## config.mk

```make
export PLATFORM = sky130hd
export DESIGN_NAME = acm_addr_decoder
export DESIGN_NICKNAME = d
export VERILOG_FILES = /design/src/include/acm_pkg.sv /design/src/rtl/acm_addr_decoder.sv /design/src/rtl/acm_mode_table.sv
export SDC_FILE = /design/constraint.sdc
export NUM_CORES = 1
export LEC_CHECK = 0
export ABC_AREA = 1
export BUFFER_PORTS_ARGS = -buffer_cell sky130_fd_sc_hd__buf_2
export CAP_MARGIN = 25
export CORE_UTILIZATION = 53
export DETAILED_ROUTE_END_ITERATION = 7
export MAX_ROUTING_LAYER = met4
export PLACE_DENSITY = 0.79
export SYNTH_ARGS = -nofsm -noshare
export SYNTH_HDL_FRONTEND = slang
export SYNTH_SLANG_ARGS = --single-unit
export TNS_END_PERCENT = 100
```

## constraint.sdc

```tcl
create_clock -name clk_in -period 3.7 [get_ports clk_in]
set_input_delay 0 -clock clk_in [delete_from_list [all_inputs] [get_ports clk_in]]
set_output_delay 0 -clock clk_in [all_outputs]
set_load 0.03 [all_outputs]
```

## src/include/acm_pkg.sv

```systemverilog
// package for the operand addressing decoder: mode codes, states, prefix codes
// assumes a single core clock and a byte-wide program/data memory read port
package acm_pkg;

    // seventeen operand addressing modes; base codes are the x-based, direct forms
    typedef enum logic [4:0] {
        ACM_INH      = 5'h00,
        ACM_IMM      = 5'h01,
        ACM_DIR_S    = 5'h02,
        ACM_DIR_L    = 5'h03,
        ACM_IDX_0    = 5'h04,
        ACM_IDX_S    = 5'h05,
        ACM_IDX_L    = 5'h06,
        ACM_IND_S    = 5'h07,
        ACM_IND_L    = 5'h08,
        ACM_INDIDX_S = 5'h09,
        ACM_INDIDX_L = 5'h0A,
        ACM_REL_D    = 5'h0B,
        ACM_REL_I    = 5'h0C,
        ACM_BIT_D    = 5'h0D,
        ACM_BIT_I    = 5'h0E,
        ACM_BITREL_D = 5'h0F,
        ACM_BITREL_I = 5'h10
    } acm_mode_type;

    // seven mode families
    typedef enum logic [2:0] {
        ACM_FAM_INHERENT  = 3'h0,
        ACM_FAM_IMMEDIATE = 3'h1,
        ACM_FAM_DIRECT    = 3'h2,
        ACM_FAM_INDEXED   = 3'h3,
        ACM_FAM_INDIRECT  = 3'h4,
        ACM_FAM_RELATIVE  = 3'h5,
        ACM_FAM_BIT       = 3'h6
    } acm_family_type;

    typedef enum logic [2:0] {
        ACM_S_IDLE = 3'h0,
        ACM_S_OP0  = 3'h1,
        ACM_S_OP1  = 3'h2,
        ACM_S_PTR0 = 3'h3,
        ACM_S_PTR1 = 3'h4,
        ACM_S_CALC = 3'h5
    } acm_state_type;

    localparam logic [7:0]  ACM_NO_PREFIX         = 8'h00;
    localparam logic [7:0]  ACM_Y_INDEX_PREFIX    = 8'h90;
    localparam logic [7:0]  ACM_Y_INDIRECT_PREFIX = 8'h91;
    localparam logic [7:0]  ACM_INDIRECT_PREFIX   = 8'h92;
    localparam logic [7:0]  ACM_PAGE_ZERO_HI      = 8'h00;
    localparam logic [15:0] ACM_SHORT_IDX_MAX     = 16'h01FE;
    localparam logic [15:0] ACM_ADDR_RESET        = 16'h0000;
    localparam logic [7:0]  ACM_BYTE_RESET        = 8'h00;
    localparam logic [15:0] ACM_ADDR_STEP         = 16'h0001;
    localparam logic [1:0]  ACM_LEN_RESET         = 2'h0;

endpackage

```

## src/rtl/acm_addr_decoder.sv

```systemverilog
// operand address former: fetches operand bytes and pointers, forms the address
// assumes a byte read port on the core clock that answers with ack and data together
//
// How it works
// - seventeen addressing modes are decoded, grouped into seven families.
// - short forms use fewer bytes; all but short indexed and short indirect-indexed keep the address inside page zero.
// - long forms reach all 64 Kbyte at the cost of bytes and cycles.
// - memory-to-memory operations refuse every long addressing form.
// - inherent instructions take no operand bytes at all.
// - immediate takes one byte after the opcode as the operand value.
// - short direct reads one address byte, reaching 00 to FF.
// - long direct reads a two-byte address word.
// - indexed address is the unsigned sum of X or Y and the offset.
// - indexed without offset uses the index alone, no extra byte.
// - short indexed adds one offset byte, reaching up to 1FE.
// - long indexed adds a two-byte offset word to the index.
// - indirect reads a pointer address byte, then the pointer from memory.
// - short indirect uses a byte pointer inside page zero.
// - long indirect forms read a word pointer via one address byte.
// - indirect-indexed adds X or Y to the pointer value read.
// - short indirect-indexed spans 00 to 1FE.
// - relative adds a signed byte offset, direct or read through memory.
// - prefixes 90, 92 and 91 select Y, indirect and Y indirect forms.
module acm_addr_decoder
    import acm_pkg::*;
(
    input  wire logic                  clk_in,
    input  wire logic                  resetn_in,
    input  wire logic                  ce_in,
    input  wire logic                  start_in,
    input  wire logic            [7:0] prefix_in,
    input  wire acm_pkg::acm_mode_type mode_in,
    input  wire logic                  mem_to_mem_in,
    input  wire logic           [15:0] pc_in,
    input  wire logic            [7:0] x_in,
    input  wire logic            [7:0] y_in,
    input  wire logic                  mem_ack_in,
    input  wire logic            [7:0] mem_rdata_in,
    output logic                       busy_out,
    output logic                       done_out,
    output logic                       illegal_out,
    output logic                [15:0] ea_out,
    output logic                [15:0] target_out,
    output logic                 [7:0] operand_out,
    output logic                [15:0] next_pc_out,
    output acm_pkg::acm_mode_type      mode_out,
    output acm_pkg::acm_family_type    family_out,
    output logic                       use_y_out,
    output logic                       mem_rd_out,
    output logic                [15:0] mem_addr_out
);
    import acm_pkg::*;

    acm_state_type  state_q;
    acm_state_type  state_d;
    acm_mode_type   tbl_mode;
    acm_family_type tbl_family;
    logic           tbl_use_y;
    logic     [1:0] tbl_nbytes;
    logic           tbl_ptr_read;
    logic           tbl_ptr_word;
    logic           tbl_long;
    logic           tbl_bad_prefix;
    logic           refuse;
    logic           take;
    logic           ack;
    logic     [1:0] nbytes_q;
    logic           ptr_read_q;
    logic           ptr_word_q;
    logic    [15:0] pc_q;
    logic    [15:0] pc_start_q;
    logic     [7:0] idx_q;
    logic     [7:0] b0_q;
    logic     [7:0] b1_q;
    logic     [7:0] p0_q;
    logic     [7:0] p1_q;
    logic           mm_q;
    logic           long_q;
    logic     [7:0] ptr_addr;
    logic    [15:0] addr_d;
    logic    [15:0] ea_d;
    logic    [15:0] target_d;
    logic    [15:0] rel_base;
    logic     [7:0] rel_off;

    acm_mode_table u_table (
        .prefix_in      (prefix_in),
        .mode_in        (mode_in),
        .mode_out       (tbl_mode),
        .family_out     (tbl_family),
        .use_y_out      (tbl_use_y),
        .nbytes_out     (tbl_nbytes),
        .ptr_read_out   (tbl_ptr_read),
        .ptr_word_out   (tbl_ptr_word),
        .long_out       (tbl_long),
        .bad_prefix_out (tbl_bad_prefix)
    );

    assign take = (state_q == ACM_S_IDLE) && start_in;
    assign ack  = mem_rd_out && mem_ack_in;
    // long forms refused for memory-to-memory work
    assign refuse = tbl_bad_prefix || (mem_to_mem_in && tbl_long);
    // pointer address byte may arrive this cycle, before it is latched
    assign ptr_addr = (state_q == ACM_S_OP0) ? mem_rdata_in : b0_q;

    always_comb begin
        state_d = state_q;
        case (state_q)
            ACM_S_IDLE: begin
                if (start_in && !refuse) begin
                    state_d = (tbl_nbytes == 2'd0) ? ACM_S_CALC : ACM_S_OP0;
                end
            end
            ACM_S_OP0: begin
                if (ack) begin
                    if (nbytes_q == 2'd2) begin
                        state_d = ACM_S_OP1;
                    end else begin
                        state_d = ptr_read_q ? ACM_S_PTR0 : ACM_S_CALC;
                    end
                end
            end
            ACM_S_OP1: begin
                if (ack) begin
                    state_d = ptr_read_q ? ACM_S_PTR0 : ACM_S_CALC;
                end
            end
            // pointer read after the pointer address byte
            ACM_S_PTR0: begin
                if (ack) begin
                    state_d = ptr_word_q ? ACM_S_PTR1 : ACM_S_CALC;
                end
            end
            ACM_S_PTR1: begin
                if (ack) begin
                    state_d = ACM_S_CALC;
                end
            end
            ACM_S_CALC: state_d = ACM_S_IDLE;
            default:    state_d = ACM_S_IDLE;
        endcase
    end

    always_comb begin
        addr_d = mem_addr_out;
        case (state_d)
            ACM_S_OP0:  addr_d = take ? pc_in : pc_q;
            // pc_q has already stepped once op0 is taken, so hold the address while stalled
            ACM_S_OP1:  addr_d = (state_q == ACM_S_OP0) ? pc_q + ACM_ADDR_STEP : mem_addr_out;
            // pointer address lies in page zero
            ACM_S_PTR0: addr_d = {ACM_PAGE_ZERO_HI, ptr_addr};
            ACM_S_PTR1: addr_d = {ACM_PAGE_ZERO_HI, b0_q} + ACM_ADDR_STEP;
            default:    addr_d = mem_addr_out;
        endcase
    end

    always_ff @(posedge clk_in) begin
        if (!resetn_in) begin
            state_q  <= ACM_S_IDLE;
            busy_out <= 1'b0;
        end else if (ce_in) begin
            state_q  <= state_d;
            busy_out <= (state_d != ACM_S_IDLE);
        end
    end

    // read request holds its address until acknowledged
    always_ff @(posedge clk_in) begin
        if (!resetn_in) begin
            mem_rd_out   <= 1'b0;
            mem_addr_out <= ACM_ADDR_RESET;
        end else if (ce_in) begin
            mem_rd_out   <= state_d inside {ACM_S_OP0, ACM_S_OP1, ACM_S_PTR0, ACM_S_PTR1};
            mem_addr_out <= addr_d;
        end
    end

    // per-instruction context, caught when the request is taken
    always_ff @(posedge clk_in) begin
        if (!resetn_in) begin
            nbytes_q   <= ACM_LEN_RESET;
            ptr_read_q <= 1'b0;
            ptr_word_q <= 1'b0;
            mm_q       <= 1'b0;
            long_q     <= 1'b0;
            idx_q      <= ACM_BYTE_RESET;
            pc_start_q <= ACM_ADDR_RESET;
            mode_out   <= ACM_INH;
            family_out <= ACM_FAM_INHERENT;
            use_y_out  <= 1'b0;
        end else if (ce_in && take) begin
            nbytes_q   <= tbl_nbytes;
            ptr_read_q <= tbl_ptr_read;
            ptr_word_q <= tbl_ptr_word;
            mm_q       <= mem_to_mem_in;
            long_q     <= tbl_long;
            // index register chosen by the prefix
            idx_q      <= tbl_use_y ? y_in : x_in;
            pc_start_q <= pc_in;
            mode_out   <= tbl_mode;
            family_out <= tbl_family;
            use_y_out  <= tbl_use_y;
        end
    end

    // operand and pointer bytes, in fetch order
    always_ff @(posedge clk_in) begin
        if (!resetn_in) begin
            pc_q <= ACM_ADDR_RESET;
            b0_q <= ACM_BYTE_RESET;
            b1_q <= ACM_BYTE_RESET;
            p0_q <= ACM_BYTE_RESET;
            p1_q <= ACM_BYTE_RESET;
        end else if (ce_in) begin
            if (take) begin
                pc_q <= pc_in;
            end else if (ack && (state_q inside {ACM_S_OP0, ACM_S_OP1})) begin
                pc_q <= pc_q + ACM_ADDR_STEP;
            end
            if (ack && state_q == ACM_S_OP0) begin
                b0_q <= mem_rdata_in;
            end
            if (ack && state_q == ACM_S_OP1) begin
                b1_q <= mem_rdata_in;
            end
            if (ack && state_q == ACM_S_PTR0) begin
                p0_q <= mem_rdata_in;
            end
            if (ack && state_q == ACM_S_PTR1) begin
                p1_q <= mem_rdata_in;
            end
        end
    end

    assign rel_base = pc_q;
    assign rel_off  = (mode_out == ACM_REL_I) ? p0_q :
                      (mode_out == ACM_REL_D) ? b0_q : b1_q;

    always_comb begin
        ea_d = ACM_ADDR_RESET;
        // signed offset added to the pc after the operand bytes
        target_d = rel_base + {{8{rel_off[7]}}, rel_off};
        case (mode_out)
            ACM_DIR_S,
            ACM_BIT_D,
            ACM_BITREL_D: ea_d = {ACM_PAGE_ZERO_HI, b0_q};
            ACM_DIR_L:    ea_d = {b0_q, b1_q};
            ACM_IDX_0:    ea_d = {ACM_PAGE_ZERO_HI, idx_q};
            ACM_IDX_S:    ea_d = {ACM_PAGE_ZERO_HI, b0_q} + {ACM_PAGE_ZERO_HI, idx_q};
            // word offset plus index, wraps at 64 Kbyte
            ACM_IDX_L:    ea_d = {b0_q, b1_q} + {ACM_PAGE_ZERO_HI, idx_q};
            // byte pointer stays in page zero
            ACM_IND_S,
            ACM_BIT_I,
            ACM_BITREL_I: ea_d = {ACM_PAGE_ZERO_HI, p0_q};
            ACM_IND_L:    ea_d = {p0_q, p1_q};
            ACM_INDIDX_S: ea_d = {ACM_PAGE_ZERO_HI, p0_q} + {ACM_PAGE_ZERO_HI, idx_q};
            ACM_INDIDX_L: ea_d = {p0_q, p1_q} + {ACM_PAGE_ZERO_HI, idx_q};
            default:      ea_d = ACM_ADDR_RESET;
        endcase
    end

    // results appear together with the done pulse
    always_ff @(posedge clk_in) begin
        if (!resetn_in) begin
            done_out    <= 1'b0;
            illegal_out <= 1'b0;
            ea_out      <= ACM_ADDR_RESET;
            target_out  <= ACM_ADDR_RESET;
            operand_out <= ACM_BYTE_RESET;
            next_pc_out <= ACM_ADDR_RESET;
        end else if (ce_in) begin
            done_out <= 1'b0;
            if (take && refuse) begin
                done_out    <= 1'b1;
                illegal_out <= 1'b1;
                next_pc_out <= pc_in;
            end else if (state_q == ACM_S_CALC) begin
                done_out    <= 1'b1;
                illegal_out <= 1'b0;
                ea_out      <= ea_d;
                target_out  <= target_d;
                // immediate byte used as the value
                operand_out <= b0_q;
                next_pc_out <= pc_q;
            end
        end
    end

    chk_long_dir_order: assert property (@(posedge clk_in) disable iff (!resetn_in)
        done_out && !illegal_out && mode_out == ACM_DIR_L |-> ea_out == {b0_q, b1_q})
        else $error("long direct address not high byte first");
    // short direct, indirect, bit and zero-offset indexed forms stay in page zero
    chk_short_page: assert property (@(posedge clk_in) disable iff (!resetn_in)
        done_out && !illegal_out && mode_out inside {ACM_DIR_S, ACM_IDX_0, ACM_IND_S,
            ACM_BIT_D, ACM_BIT_I} |-> ea_out[15:8] == ACM_PAGE_ZERO_HI)
        else $error("short address left page zero");
    chk_short_idx_reach: assert property (@(posedge clk_in) disable iff (!resetn_in)
        done_out && !illegal_out && mode_out inside {ACM_IDX_S, ACM_INDIDX_S}
        |-> ea_out <= ACM_SHORT_IDX_MAX && ea_out >= {ACM_PAGE_ZERO_HI, idx_q})
        else $error("short indexed address out of reach");
    chk_mm_long_refuse: assert property (@(posedge clk_in) disable iff (!resetn_in)
        ce_in && take && mem_to_mem_in && tbl_long |=> done_out && illegal_out && !busy_out)
        else $error("long form accepted for memory to memory");
    // operand byte count matches the mode
    chk_length_count: assert property (@(posedge clk_in) disable iff (!resetn_in)
        done_out && !illegal_out |-> next_pc_out == pc_start_q + {14'h0000, nbytes_q})
        else $error("operand byte count wrong");
    chk_read_hold: assert property (@(posedge clk_in) disable iff (!resetn_in)
        mem_rd_out && !(mem_ack_in && ce_in) |=> mem_rd_out && $stable(mem_addr_out))
        else $error("read request dropped before ack");
    chk_ptr_page: assert property (@(posedge clk_in) disable iff (!resetn_in)
        state_q == ACM_S_PTR0 && mem_rd_out |-> mem_addr_out == {ACM_PAGE_ZERO_HI, b0_q})
        else $error("pointer read outside page zero");
    chk_rel_target: assert property (@(posedge clk_in) disable iff (!resetn_in)
        done_out && !illegal_out && mode_out == ACM_REL_D
        |-> target_out == next_pc_out + {{8{b0_q[7]}}, b0_q})
        else $error("relative target wrong");
    chk_long_ind_ptr: assert property (@(posedge clk_in) disable iff (!resetn_in)
        done_out && !illegal_out && mode_out == ACM_IND_L |-> ea_out == {p0_q, p1_q})
        else $error("long indirect pointer wrong");
    chk_y_prefix: assert property (@(posedge clk_in) disable iff (!resetn_in)
        ce_in && take && !refuse && prefix_in == ACM_Y_INDEX_PREFIX
        |=> use_y_out && idx_q == $past(y_in))
        else $error("y prefix did not select y");
    // one-cycle done pulse
    chk_done_pulse: assert property (@(posedge clk_in) disable iff (!resetn_in)
        done_out && ce_in && state_q == ACM_S_IDLE && !start_in |=> !done_out)
        else $error("done held longer than one cycle");
endmodule

```

## src/rtl/acm_mode_table.sv

```systemverilog
// mode table: applies a prefix byte to a base mode and gives its attributes
// purely combinational; the caller registers whatever it keeps
module acm_mode_table
    import acm_pkg::*;
(
    input  wire logic           [7:0] prefix_in,
    input  wire acm_pkg::acm_mode_type mode_in,
    output acm_pkg::acm_mode_type     mode_out,
    output acm_pkg::acm_family_type   family_out,
    output logic                      use_y_out,
    output logic                [1:0] nbytes_out,
    output logic                      ptr_read_out,
    output logic                      ptr_word_out,
    output logic                      long_out,
    output logic                      bad_prefix_out
);
    always_comb begin
        mode_out       = mode_in;
        use_y_out      = 1'b0;
        bad_prefix_out = 1'b0;
        case (prefix_in)
            ACM_NO_PREFIX: begin
            end
            ACM_Y_INDEX_PREFIX: begin
                use_y_out = 1'b1;
                bad_prefix_out = !(mode_in inside {ACM_INH, ACM_IMM, ACM_DIR_S, ACM_DIR_L,
                                                   ACM_IDX_0, ACM_IDX_S, ACM_IDX_L});
            end
            ACM_INDIRECT_PREFIX: begin
                case (mode_in)
                    ACM_DIR_S:    mode_out = ACM_IND_S;
                    ACM_DIR_L:    mode_out = ACM_IND_L;
                    ACM_IDX_S:    mode_out = ACM_INDIDX_S;
                    ACM_IDX_L:    mode_out = ACM_INDIDX_L;
                    ACM_REL_D:    mode_out = ACM_REL_I;
                    ACM_BIT_D:    mode_out = ACM_BIT_I;
                    ACM_BITREL_D: mode_out = ACM_BITREL_I;
                    default:      bad_prefix_out = 1'b1;
                endcase
            end
            ACM_Y_INDIRECT_PREFIX: begin
                // the y indirect prefix reaches only the indirect-indexed forms, indexed by y
                case (mode_in)
                    ACM_IDX_S: mode_out = ACM_INDIDX_S;
                    ACM_IDX_L: mode_out = ACM_INDIDX_L;
                    default:   bad_prefix_out = 1'b1;
                endcase
                use_y_out = 1'b1;
            end
            default: bad_prefix_out = 1'b1;
        endcase
    end

    always_comb begin
        family_out   = ACM_FAM_INHERENT;
        nbytes_out   = 2'd0;
        ptr_read_out = 1'b0;
        ptr_word_out = 1'b0;
        long_out     = 1'b0;
        case (mode_out)
            ACM_INH:      family_out = ACM_FAM_INHERENT;
            ACM_IMM:      begin family_out = ACM_FAM_IMMEDIATE; nbytes_out = 2'd1; end
            ACM_DIR_S:    begin family_out = ACM_FAM_DIRECT; nbytes_out = 2'd1; end
            ACM_DIR_L:    begin family_out = ACM_FAM_DIRECT; nbytes_out = 2'd2;
                                long_out = 1'b1; end
            // indexed offsets of 0, 1 or 2 bytes
            ACM_IDX_0:    family_out = ACM_FAM_INDEXED;
            ACM_IDX_S:    begin family_out = ACM_FAM_INDEXED; nbytes_out = 2'd1; end
            ACM_IDX_L:    begin family_out = ACM_FAM_INDEXED; nbytes_out = 2'd2;
                                long_out = 1'b1; end
            // one pointer address byte, byte or word pointer
            ACM_IND_S,
            ACM_INDIDX_S: begin family_out = ACM_FAM_INDIRECT; nbytes_out = 2'd1;
                                ptr_read_out = 1'b1; end
            ACM_IND_L,
            ACM_INDIDX_L: begin family_out = ACM_FAM_INDIRECT; nbytes_out = 2'd1;
                                ptr_read_out = 1'b1; ptr_word_out = 1'b1;
                                long_out = 1'b1; end
            ACM_REL_D:    begin family_out = ACM_FAM_RELATIVE; nbytes_out = 2'd1; end
            ACM_REL_I:    begin family_out = ACM_FAM_RELATIVE; nbytes_out = 2'd1;
                                ptr_read_out = 1'b1; end
            ACM_BIT_D:    begin family_out = ACM_FAM_BIT; nbytes_out = 2'd1; end
            ACM_BIT_I:    begin family_out = ACM_FAM_BIT; nbytes_out = 2'd1;
                                ptr_read_out = 1'b1; end
            ACM_BITREL_D: begin family_out = ACM_FAM_BIT; nbytes_out = 2'd2; end
            ACM_BITREL_I: begin family_out = ACM_FAM_BIT; nbytes_out = 2'd2;
                                ptr_read_out = 1'b1; end
            default:      family_out = ACM_FAM_INHERENT;
        endcase
    end
endmodule

```

==> results of run 1 <==
[worst paths after layout]
check         startpoint          end  slack [ns]  cells past startpoint
min reg2reg    ea_out[6]    ea_out[6]        0.47                      2
max reg2reg  mode_out[4]   ea_out[12]        0.26                     23
min           mode_in[1]  mode_out[1]        0.02                      5
max          mode_out[4]   ea_out[12]        0.26                     23
[per-layer routing]
layer  up-vias  global-route usage (%)
li1       5188                       -
met1      4944                    48.0
met2       552                    52.5
met3        62                    7.70
met4         0                    11.7
met5         -                       -
[stage by stage]
stage,utilization [%],power (W)
detailed placement,60.2,0.00249
floorplan,-,0.00227
finish,66.4,0.00431
global placement,60.2,0.00248
global route,66.4,0.00447
CTS,66.0,0.00429
[flip-flops by register name, summed over array words and instances, names as in the netlist, 2 cells and up]
signal,count
mode_out,5
p1_q,8
mem_addr_out,16
b0_q,8
family_out,3
target_out,16
next_pc_out,16
operand_out,8
state_q,3
ea_out,16
p0_q,8
nbytes_q,2
idx_q,8
b1_q,8
pc_q,16
[timing repair]
item,in CTS,in global routing
buffers inserted,0,3
gates cloned,0,0
hold endpoints to repair,72,0
hold buffers,41,0
resized for setup,1,17
pin swaps,0,1
setup endpoints to repair,1,13
[worst max-delay path: stages (launching register included)]
cell                         delay, ns
sky130_fd_sc_hd__dfxtp_2          0.38
sky130_fd_sc_hd__clkinvlp_4       0.12
sky130_fd_sc_hd__nand2_2          0.12
sky130_fd_sc_hd__inv_2            0.07
sky130_fd_sc_hd__nand2_1          0.10
sky130_fd_sc_hd__mux2_2           0.34
sky130_fd_sc_hd__ha_1             0.22
sky130_fd_sc_hd__fa_1             0.39
sky130_fd_sc_hd__nand2_1          0.07
sky130_fd_sc_hd__inv_1            0.04
sky130_fd_sc_hd__o21ai_0          0.14
sky130_fd_sc_hd__nand2_1          0.09
sky130_fd_sc_hd__nand2_1          0.09
sky130_fd_sc_hd__nand2_1          0.07
sky130_fd_sc_hd__a21oi_2          0.15
sky130_fd_sc_hd__nor2_1           0.06
sky130_fd_sc_hd__o21ai_0          0.14
sky130_fd_sc_hd__nand2_1          0.10
sky130_fd_sc_hd__nand2_1          0.10
sky130_fd_sc_hd__nor2_1           0.07
sky130_fd_sc_hd__inv_1            0.08
sky130_fd_sc_hd__o21ai_0          0.09
sky130_fd_sc_hd__a22oi_1          0.15
sky130_fd_sc_hd__a311oi_1         0.10
[placed cells by master (no fill, tap or decap), types with 3 or more instances in the layout]
cell type / Yosys / routed
sky130_fd_sc_hd__inv_1: 166 / 165
sky130_fd_sc_hd__nor2_1: 157 / 151
sky130_fd_sc_hd__a221oi_1: 10 / 10
sky130_fd_sc_hd__nand2_4: 7 / 7
sky130_fd_sc_hd__nor3_1: 23 / 22
sky130_fd_sc_hd__a311oi_1: 6 / 6
sky130_fd_sc_hd__o211ai_1: 22 / 22
sky130_fd_sc_hd__inv_2: 12 / 13
sky130_fd_sc_hd__xor2_1: 23 / 23
sky130_fd_sc_hd__o21bai_1: 5 / 5
sky130_fd_sc_hd__buf_2: 8 / 143
sky130_fd_sc_hd__o22ai_1: 13 / 12
sky130_fd_sc_hd__dfxtp_1: 148 / 146
sky130_fd_sc_hd__xnor2_1: 8 / 8
sky130_fd_sc_hd__nor2_2: 9 / 14
sky130_fd_sc_hd__a211oi_1: 19 / 19
sky130_fd_sc_hd__dlygate4sd3_1: 0 / 41
sky130_fd_sc_hd__nand4_1: 25 / 25
sky130_fd_sc_hd__nand2_1: 289 / 287
sky130_fd_sc_hd__o221ai_1: 6 / 6
sky130_fd_sc_hd__a21oi_1: 104 / 102
sky130_fd_sc_hd__nand3_2: 8 / 8
sky130_fd_sc_hd__o21ai_1: 1 / 3
sky130_fd_sc_hd__nand3_4: 2 / 3
sky130_fd_sc_hd__clkbuf_8: 0 / 3
sky130_fd_sc_hd__clkinv_4: 0 / 4
sky130_fd_sc_hd__o21ai_0: 172 / 170
sky130_fd_sc_hd__clkbuf_16: 0 / 17
sky130_fd_sc_hd__nor2_4: 6 / 7
sky130_fd_sc_hd__a31oi_1: 15 / 15
sky130_fd_sc_hd__clkinv_2: 0 / 3
sky130_fd_sc_hd__ha_1: 33 / 33
sky130_fd_sc_hd__buf_4: 0 / 30
sky130_fd_sc_hd__fa_1: 3 / 3
sky130_fd_sc_hd__nand3_1: 50 / 49
sky130_fd_sc_hd__nand2_2: 9 / 11
sky130_fd_sc_hd__a22oi_1: 5 / 5
[report_power, final]
part / switching [W] / total (W) / internal [W]
combinational: 0.000532 / 0.000790 / 0.000258
clock: 0.000737 / 0.00178 / 0.00105
sequential: 0.0000665 / 0.00173 / 0.00167
total: 0.00134 / 0.00431 / 0.00297
[kinds of logic after synthesis]
| kind of cell | count (synthesis) |
|---|---|
| and+or+nand+nor | 592 |
| AOI/OAI and AO/OA | 393 |
| buffers and inverters | 245 |
| DFF | 148 |
| adders and majority gates | 36 |
| xor gates and xnor gates | 31 |
| muxes | 2 |
[cell type report]
| class | count | share of cell area (%) |
|---|---|---|
| Sequential cell | 148 | 25.5 |
| Multi-Input combinational cell | 1054 | 49.4 |
| Tap cell | 225 | 2.43 |
| Clock buffer | 20 | 4.02 |
| Clock inverter | 11 | 1.09 |
| Timing Repair Buffer | 215 | 11.7 |
| Inverter | 179 | 5.82 |
==> results.txt, run 1 <==
- Number of nets in the finished design: 1,710
* Highest attainable clock frequency: 290 MHz
- First-pass DRT Iterations: 8
- Power per Cell Area: 371 nW/µm²
- The final number of max-transition violations is 0.
- Of the synthesized area, sequential elements account for 30.9%.
- The repair_antennas step left the layout with diodes totalling 0.
* Post-synthesis cell type with the largest combined area: sky130_fd_sc_hd__dfxtp_1
* P&R area growth vs syn: 21.0%
- The critical path in this run is classified as reg -> reg.
- Counting the buffers created by CTS gives 17.
* Multi-input combinational cell area: 5730 µm²
- The commonest cells after synthesis are sky130_fd_sc_hd__nand2_1 (289), sky130_fd_sc_hd__o21ai_0 (172), sky130_fd_sc_hd__inv_1 (166).
- Run status: completed
* Number of endpoints with negative hold slack in the final report: 0
- Headroom to the max-slew limit came out at 26.4%.
- Finish-stage setup viols: 0
- Clk pin slew, worst setup/hold paths: 0.06 ns
* Fillers: 1,542
* Main combinational cell family by area after synthesis: simple AND/OR/NAND/NOR gates
- Dividing the detail-routed wire length by the instance count gives 17.2 µm.
- Across the run, the number of max-cap violations was 0.
- STA classifies the critical path endpoint as a flip-flop.
- In the final layout, the share of cells above drive strength 1 is 17.4%.
* Detailed Place HPWL: 22,700 µm
* Clock tree from TritonCTS: yes
- CTS H-Tree Depth: 4
* Initial antenna violation count: 0
- Arrival time of data at the critical path endpoint: 3.72 ns
- Pin count of the biggest net entering global routing: 103
- Length of routed met3 wiring: 3050 µm
* Final critical-path setup slack: 0.255 ns
* Placed cell area: 10,500 µm²
* Clock root buffer: sky130_fd_sc_hd__clkbuf_16
- Once the floorplan was initialized, standard cells occupied 54.9% of the core.
* Adder and majority gate portion of the synthesized area: 4.93%
- During I/O placement, the number of pins put on the boundary was 144.
* Met1 wire length: 14,100 µm
- The detail route stage leaves a number of antenna-violating nets equal to 0.
- Cell types with the largest area share after synthesis: sky130_fd_sc_hd__dfxtp_1 (31%), sky130_fd_sc_hd__nand2_1 (11%), sky130_fd_sc_hd__o21ai_0 (9.0%)
- Area fraction of the dominant cell type after synthesis: 30.9%
* Fraction of registers with async set/reset: 0%
- The congestion estimate from routability-driven global placement came to 0.941.
- Library cells used by synthesis: 51
* Placement row count: 48
* Worst hold slack: 0.0154 ns
- Congestion Overflow GR: 0
* Number of register bits inferred by synthesis: 148
- Dpl ws: 0.119 ns
- For the pin with the worst max-slew slack, the measured transition is 1.10 ns.
- Number of nets produced by synthesis: 1,542
- Mean post-synth cell area: 6.63 µm²
- Routed signal wires occupy layers up through met4.
* Horizontal die dimension: 137 µm
- Storage cell area: 2970 µm²
- Maximum buffer depth of the clock tree: 2
* Buffers on Ports: 143
- For this run, the number of standard cells in the final layout without fillers is 1,852.
* Share of the clock period used by the worst path: 93.1%
- The smallest clock period supported by the final layout is computed as 3.44 ns.
- Of all nets on the critical path, the largest fanout is 5.
- The die is 137 µm tall.
- Of the total synthesized cell area, the portion taken by AND, OR, NAND and NOR gates is 27.4%.
* Global-route wire length before repair: 49,600 µm
- Synthesis Warnings: 0
- All-layer global routing usage: 35.6%
* Die area: 18,600 µm²
* Number of global-route vias before repair: 9,560
* Cell area after synthesis: 9590 µm²
- Summed over all cells, the static leakage comes to 5.50 nW.
* Fraction of the mapped netlist area in compound gates: 23.8%
* Insertion delay to the later sink of the worst-skew pair: 0.44 ns
- The final route contains 10,746 vias.
- For this run, the leading register cell type out of synthesis is sky130_fd_sc_hd__dfxtp_1.
- Counting every instance in the synthesized netlist gives 1,447.
- Post-Route Setup TNS: 0 ns
- Min-delay worst type: in -> reg
* Core Footprint: 17,500 µm²
- Setup repair after global routing could not meet its margin everywhere.
* Routed WL: 31,900 µm
- STA classifies the critical path startpoint as a flip-flop.
- Detailed routing placed a total of 14,000 µm of wire on met2.
- Cell with the most instances after synthesis: sky130_fd_sc_hd__nand2_1
- Initial DRC count: 1,192
- Mux contribution to synthesized area: 0.235%
- DRC violations left: 0
* Xor and xnor area share after synthesis: 2.83%
- Critical Path RT: 3.98 ns
* Total clock sinks: 148
* Number of cells after detailed placement: 1,776
* Area of all placed cells without fillers: 11,600 µm²
- EDFF count, synth: 0
- On the final layout, the worst clock skew is 0.00797 ns.
- Using the TritonRoute via totals, the vias-per-cell ratio works out to 5.80.
- VDD IR max: 0.000355 V
Power figures use the tool's default switching activity.
==> inputs of run 2 (changes only) <==
CORE_UTILIZATION = 63   (was 53)
PLACE_DENSITY = 0.88   (was 0.79)
clock period = 4.3 ns   (was 3.7 ns; I/O delays follow)
==> run 2 against run 1 <==
The flow now finishes with violations (design-rule violations). Clock power is 10% lower. Cell count is 3.0% lower. Wire length is 0.48% lower. Via count is 1.9% higher. Utilization is 11 points higher. Largest cell class unchanged. Register-to-register slack better by 0.26 ns. Sequential share of layout area is 0.39 points higher. Worst hold slack worse by 0.011 ns. Fmax is 8.9% lower. Total power is 12% lower. Sequential cell count stayed put.
==> results.txt, run 2 (same netlist as run 1, synthesis figures left out) <==
- Run status: finished with violations
* Violations in the final reports: design-rule violations
* Finish-stage setup viols: 0 (unchanged)
- The initial antenna violation count is 0 (unchanged).
- Chip height: 125 µm (-8.2%)
* Relative max-transition margin: 32.9% (+6.5 points)
- The area of all sequential standard cells came to 2960 µm² (about the same).
* DRC violations left: 12 (+12)
- The final number of max-transition violations is 0 (unchanged).
- Commonest non-fill, non-tap cell in the layout: sky130_fd_sc_hd__nand2_1
* Leakage power total: 5.44 nW (-1.2%)
* Switching power: 0.00119 W (-11%)
- Total clock sinks: 148 (unchanged)
* Net switching share of the total power: 31.5% (+0.50 points)
- Initial DRC count: 1,321 (+11%)
* Horizontal die dimension: 125 µm (-8.2%)
* Maximum buffer depth of the clock tree: 2 (unchanged)
- The total congestion overflow came to 0 (unchanged).
- Number of global-route vias before repair: 9,912 (+3.7%)
* Global-route wire length before repair: 50,000 µm (+0.82%)
* P&R area growth vs syn: 19.1%
- Commonest non-fill, non-tap cells in the layout: sky130_fd_sc_hd__nand2_1 (288), sky130_fd_sc_hd__o21ai_0 (172), sky130_fd_sc_hd__inv_1 (166)
- TritonCTS built the clock tree.
* Initial core utilization: 65.3% (+10 points)
- Min-delay worst type: in -> reg
- Share of the clock period used by the worst path: 87.9% (-5.2 points)
- The later-pin clock latency in the skew report came to 0.44 ns (about the same).
- Pin count of the biggest net entering global routing: 68 (-34%)
- The count of endpoints failing hold in the final timing report came to 0 (unchanged).
- The worst setup path is captured at a flip-flop.
- Final weighted congestion in routability-driven placement: 1.00 (+6.5%)
- Overall power consumption: 0.00377 W (-12%)
- Worst path top cell family by delay: simple AND/OR/NAND/NOR gates
* Post-Route Setup TNS: 0 ns (unchanged)
- Detailed Place HPWL: 21,900 µm (-3.2%)
* Share of power burned in registers: 39.6% (-0.7 points)
* Clock root buffer: sky130_fd_sc_hd__clkbuf_16
- Critical Path RT: 4.58 ns (+0.60 ns)
- Io pins: 144 (unchanged)
- The number of vias per cell is 6.10 (+5.1%).
* Layout cell share with drive strength beyond 1: 15.8% (-1.6 points)
* Gate power share: 18.0% (-0.3 points)
* Clk pin slew, worst setup/hold paths: 0.07 ns (about the same)
- The final-layout fill cell count was 1,096 (-29%).
- Multi-input combinational cell area: 5690 µm² (-0.81%)
* Arrival time of data at the critical path endpoint: 4.06 ns (+0.34 ns)
* Post-route antenna net violation count: 0 (unchanged)
- Ordered list of cells on the worst path: clkinv_1 -> nand2_2 -> inv_1 -> nand2_1 -> mux2_2 -> ha_1 -> fa_1 -> nand2_1 -> inv_1 -> o21ai_0 -> nand2_1 -> nand2_1 -> nand2_1 -> a21oi_1 -> nor2_1 -> o21ai_0 -> nand2_1 -> nand2_1 -> nor2_1 -> inv_1 -> o21ai_0 -> a22oi_1 -> a311oi_1
- Internal power summed over all cells: 0.00258 W (-13%)
- The max-cap violation count is 0 (unchanged).
* Core Footprint: 14,700 µm² (-16%)
* Final worst clock skew: 0.00792 ns (-0.0000448 ns)
- Worst path slowest cell: sky130_fd_sc_hd__dfxtp_1
- Buffering stage count on the worst path with inverters included: 4 (unchanged)
- Placement row count: 44 (-8.3%)
* Power per Cell Area: 330 nW/µm² (-11%)
* All-layer global routing usage: 41.3% (+5.7 points)
- Critical Path Source Type: flip-flop
- The number of vias in the routed layout was 10,955 (+1.9%).
- Buffers on Ports: 143 (unchanged)
- The minimum period implied by the final worst setup slack is 3.78 ns (+0.336 ns).
* Setup repair after global routing missed its margin: false
- Part of the power in the clock network: 42.4% (+1.0 points)
* Die area: 15,700 µm² (-16%)
- Number of nets in the finished design: 1,693 (-0.99%)
- The maximum ir drop on the vdd rail is 0.000317 V (-11%).
- CTS H-Tree Depth: 4 (unchanged)
- The average wire length per cell after detail routing was 17.7 µm (+2.6%).
- The largest fanout on the critical path was 10 (+5).
- The transition time at the pin with the least slew margin is 1.01 ns (-0.0954 ns).
- Most used cell along the critical path: sky130_fd_sc_hd__nand2_1
* Peak per-stage delay on the critical path: 0.40 ns (about the same)
- Routed WL: 31,700 µm (-0.48%)
- Highest attainable clock frequency: 264 MHz (-8.9%)
* Setup Crit Path Kind: reg -> reg
- First-pass DRT Iterations: 8 (unchanged)
- The CTS buffer count is 17 (unchanged).
run 2: cell types whose count changed in the layout (fill, tap and decap cells not counted), moves of 3 or more:
cell and delta:
sky130_fd_sc_hd__buf_4 -16, sky130_fd_sc_hd__inv_6 +4, sky130_fd_sc_hd__nor2_2 -4, sky130_fd_sc_hd__nor2_1 +5, sky130_fd_sc_hd__clkbuf_8 -3
run 2: per-stage QoR:
stage                     hold WS, ns  util, %  setup WS (ns)  instance area (µm²)  cells
after global placement          0.302     70.5          0.637                10400   1722
after floorplan                 0.145        -          0.385                 9590   1447
final                         0.00486     77.7          0.519                11400   1796
after global routing           0.0369     77.7         0.0350                11400   1795
after detailed placement        0.315     70.5          0.499                10400   1722
after CTS                     0.00718     77.5          0.463                11400   1794
run 2: cell type report:
type | count | area share, %
clock buffer | 17 | 3.72
antenna | 1 | 0.0219
sequential | 148 | 25.9
multi-input combinational | 1054 | 49.8
inverter | 179 | 5.88
tap | 184 | 2.02
timing repair buffer | 198 | 10.9
clock inverter | 15 | 1.71
run 2: repair_timing:
action / in CTS / in global routing
setup endpoints to repair: 0 / 4
gates resized for setup: 0 / 1
hold endpoints to repair: 70 / 0
hold buffers: 40 / 0
buffers inserted: 0 / 0
run 2: worst min-delay path: cells and delay by family:
kind	cells	cell delay, ns
AOI/OAI and AO/OA	3	0.24
buffers and inverters	1	0.09
and+or+nand+nor	1	0.06
run 2: per-layer routing:
metal,vias to the layer above,track usage [%],wire length (µm)
li1,5168,-,-
met5,-,-,0
met2,669,63.3,14300
met3,147,7.40,3130
met1,4971,52.9,12900
met4,0,19.1,1430
run 2: final timing paths:
kind	startpoint	end	slack, ns	cells after the start
min	pc_in[4]	pc_q[4]	0.005	5
max	mode_out[4]	ea_out[14]	0.52	23
max reg2reg	mode_out[4]	ea_out[14]	0.52	23
min reg2reg	ea_out[9]	ea_out[9]	0.47	2
run 2: power by group through the flow:
stage / combinational (W) / clock (W) / sequential (W)
3_3_place_gp: 0.000608 / 0 / 0.00152
5_1_grt: 0.000735 / 0.00166 / 0.00150
3_5_place_dp: 0.000617 / 0 / 0.00152
2_1_floorplan: 0.000368 / 0 / 0.00159
4_1_cts: 0.000650 / 0.00159 / 0.00149
6_report: 0.000679 / 0.00160 / 0.00149
==> inputs of run 3 (changes only) <==
ABC_AREA = unset   (was 1)
CTS_CLUSTER_DIAMETER = 120   (was unset)
SKIP_LAST_GASP = 1   (was unset)
==> run 3 against run 2 <==
The flow now finishes without violations. Design area increased by 4.1%. First-iteration DRC count is 2.0% higher. Critical path depth shrank 8. Largest power group unchanged. Highest routed layer unchanged.
==> results.txt, run 3 <==
- Post-synth top flop: sky130_fd_sc_hd__dfxtp_1
- First-pass DRT Iterations: 6 (-2)
- The final non-filler cell total was 1,625 (-9.5%).
- Final critical-path setup slack: 0.277 ns (-0.242 ns)
- Layout cell share with drive strength beyond 1: 19.0% (+3.3 points)
- Walking the worst path, the cells encountered are buf_4 -> nor3b_1 -> nand3b_1 -> mux2_2 -> ha_1 -> fa_1 -> a21o_1 -> a21oi_1 -> o21bai_1 -> a21oi_2 -> nor2_1 -> xnor2_1 -> nand2_1 -> a311oi_1 -> a31o_2.
- Clock buffer count from CTS: 17 (unchanged)
* Clk pin slew, worst setup/hold paths: 0.06 ns (about the same)
* Cell count after synthesis: 1,276 (-12%)
- On the critical path, the stage with the largest delay is an instance of sky130_fd_sc_hd__fa_1.
- Initial antenna violation count: 0 (unchanged)
* Chip height: 129 µm (+2.6%)
* Post-route antenna net violation count: 0 (unchanged)
- The leakage power figure was 4.88 nW (-10%).
- Leaving out fill and tap cells, the most frequent cell in the layout is sky130_fd_sc_hd__nand2_1.
- Commonest non-fill, non-tap cells in the layout: sky130_fd_sc_hd__nand2_1 (160), sky130_fd_sc_hd__dfxtp_1 (147), sky130_fd_sc_hd__buf_2 (143)
* Library cells used by synthesis: 86 (+69%)
* Share of the clock period used by the worst path: 93.6% (+5.6 points)
- Cell types with the largest area share after synthesis: sky130_fd_sc_hd__dfxtp_1 (29%), sky130_fd_sc_hd__mux2i_1 (7.1%), sky130_fd_sc_hd__nand2_1 (5.9%)
- VDD IR max: 0.000285 V (-10%)
- Pin count of the biggest net entering global routing: 81 (+19%)
* Setup Crit Path Kind: reg -> reg
- The multi-input gate area in the final layout was 6640 µm² (+17%).
- Number of cells after detailed placement: 1,551 (-9.9%)
- The accumulated negative setup slack came to 0 ns (unchanged).
- Total clock sinks: 148 (unchanged)
- The overall die area is 16,500 µm² (+5.2%).
- The total global-route track usage was 39.5% (-1.8 points).
- Initial DRC count: 1,348 (+2.0%)
- Pin slew with the least headroom to its limit: 0.974 ns (-0.0309 ns)
- The share of synthesized registers carrying an async set or reset came to 0% (unchanged).
- Final worst clock skew: 0.0109 ns (+0.00295 ns)
- The total number of H-tree levels came to 4 (unchanged).
* Dpl ws: 0.371 ns (-0.128 ns)
* Worst path top cell family by delay: compound AO/OA/AOI/OAI gates
- Relative max-transition margin: 34.6% (+1.7 points)
* Core Footprint: 15,400 µm² (+5.0%)
* Detailed Place HPWL: 20,500 µm (-6.4%)
- The mean instance size in the synthesized netlist was 7.92 µm² (+19%).
- The area share of the largest cell type after synthesis is 29.3% (-1.6 points).
* Cell with the most instances after synthesis: sky130_fd_sc_hd__nand2_1
- The setup violation total in the final timing report came to 0 (unchanged).
- Drt wl/cell: 19.3 µm (+9.3%)
* Clock root buffer: sky130_fd_sc_hd__clkbuf_16
- The max-cap violation count came to 0 (unchanged).
- The critical path's largest stage delay came to 0.40 ns (about the same).
* Buffering stage count on the worst path with inverters included: 1 (-3)
- The run finished with clean final reports.
* Most numerous cell types in the synthesized netlist: sky130_fd_sc_hd__nand2_1 (160), sky130_fd_sc_hd__dfxtp_1 (148), sky130_fd_sc_hd__nor2_1 (126)
- The worst setup path is captured at a flip-flop.
- Buffers on Ports: 143 (unchanged)
- The final number of max-transition violations was 0 (unchanged).
- The required time of the critical path came to 4.68 ns (+0.10 ns).
* Maximum buffer depth of the clock tree: 2 (unchanged)
* Shortest period the worst path allows: 4.02 ns (+0.242 ns)
* Power per Cell Area: 300 nW/µm² (-9.0%)
* P&R area growth vs syn: 17.7%
- Number of nets in the finished design: 1,496 (-12%)
- The first-pass GRT wire length is 50,500 µm (+1.0%).
- The worst hold path belongs to the class in -> reg.
* EDFF count, synth: 0 (unchanged)
* Clock tree from TritonCTS: yes
- Horizontal die dimension: 129 µm (+2.6%)
* DRC violations left: 0 (-12)
- Overall power consumption: 0.00357 W (-5.3%)
* Portion of the post-synthesis area used by sequential elements: 29.3% (-1.6 points)
* Io pins: 144 (unchanged)
- The fmax was 249 MHz (-6.0%).
* Synthesis Warnings: 0 (unchanged)
- Number of global-route vias before repair: 10,210 (+3.0%)
* Number of nets produced by synthesis: 1,371 (-11%)
- The netlist area before placement is 10,100 µm² (+5.3%).
* Storage cell area: 2960 µm² (about the same)
* Number of register bits inferred by synthesis: 148 (unchanged)
- The final core area utilization was 77.1% (-0.64 points).
* Via/cell ratio: 6.68 (+9.6%)
- Max Fanout on Critical Path: 15 (+5)
- Setup repair after global routing left no endpoint under its margin.
- Insertion delay to the later sink of the worst-skew pair: 0.44 ns (about the same)
* Inserted Diodes: 0 (-1)
* Placement row count: 45 (+2.3%)
- The signal arrival time at the worst endpoint is 4.40 ns (+0.34 ns).
- Critical Path Source Type: flip-flop
* Fillers: 1,172 (+6.9%)
- Via count of the routed design: 10,860 (-0.87%)
- Routed WL: 31,400 µm (-1.1%)
- The biggest area contributor in the post-synthesis netlist is sky130_fd_sc_hd__dfxtp_1.
- The effective utilization at floorplan was 65.5% (+0.23 points).
- Final weighted congestion in routability-driven placement: 0.944 (-5.8%)
- The total congestion overflow was 0 (unchanged).
- The count of endpoints failing hold in the final timing report came to 0 (unchanged).
## run 3: cell types whose count changed after synthesis, moves of 20 or more
cell                       before  now
sky130_fd_sc_hd__clkbuf_1      47   86
sky130_fd_sc_hd__mux2i_1        0   72
sky130_fd_sc_hd__nor2_1       157  126
sky130_fd_sc_hd__o211ai_1      22    2
sky130_fd_sc_hd__inv_1        166   18
sky130_fd_sc_hd__o21ai_0      172   65
sky130_fd_sc_hd__xnor2_1        8   36
sky130_fd_sc_hd__nand2_1      289  160
## run 3: power by group
part,switching (W),total [W],internal (W),leakage (nW)
Combinational,0.000379,0.000591,0.000212,3.39
Clock,0.000645,0.00151,0.000870,0.289
Sequential,0.0000488,0.00147,0.00142,1.20
Total,0.00107,0.00357,0.00250,4.88
## run 3: routing by layer
layer  share of wire, %  GRT usage, %
met1                 38          46.2
met2                 47          63.1
met5                  0             -
met4                5.3          24.6
met3                9.8          6.90
## run 3: worst reg2reg max path, delay by kind of cell, from the launching register on
family / cells / cell delay (ns)
AOI/OAI and AO/OA: 6 / 1.45
DFF: 1 / 0.33
xor gates and xnor gates: 1 / 0.20
adders and majority gates: 2 / 0.61
buffers and inverters: 1 / 0.21
and+or+nand+nor: 4 / 0.79
muxes: 1 / 0.37
## run 3: worst paths after layout
check                 start        endpoint  slack (ns)  cells past startpoint
max             mode_out[3]       ea_out[8]        0.28                     15
min              mode_in[3]   family_out[0]        0.09                      4
max reg2reg     mode_out[3]       ea_out[8]        0.28                     15
min reg2reg  target_out[12]  target_out[12]        0.45                      2
## run 3: cell families after synthesis
kind of cell    share of synthesized area, %
fa+ha+maj                               4.68
mux                                     9.59
buf+inv                                 5.21
flops                                   29.3
compound gates                          25.4
simple gates                            20.8
xor+xnor                                5.03
## run 3: cell type report
| cell class | instances | area share, % |
|---|---|---|
| multi-input cells | 1002 | 55.9 |
| flip-flops and latches | 148 | 24.9 |
| inverters | 20 | 0.642 |
| repair buffers | 212 | 11.3 |
| well taps | 211 | 2.22 |
| clock inverters | 15 | 1.42 |
| clock buffers | 17 | 3.58 |
## run 3: repair_timing
| item | in CTS | in global routing |
|---|---|---|
| hold buffers | 41 | 0 |
| endpoints found under the setup margin | 0 | 3 |
| endpoints found under the hold margin | 65 | 0 |
| gates resized for setup | 0 | 3 |
| setup buffers | 0 | 0 |
## run 3: per-stage QoR
step                cell area (µm²)  hold slack (ns)
finish                        11900           0.0883
floorplan                     10100            0.144
detailed placement            10900            0.302
global route                  11900            0.132
global placement              10900            0.294
CTS                           11900           0.0796
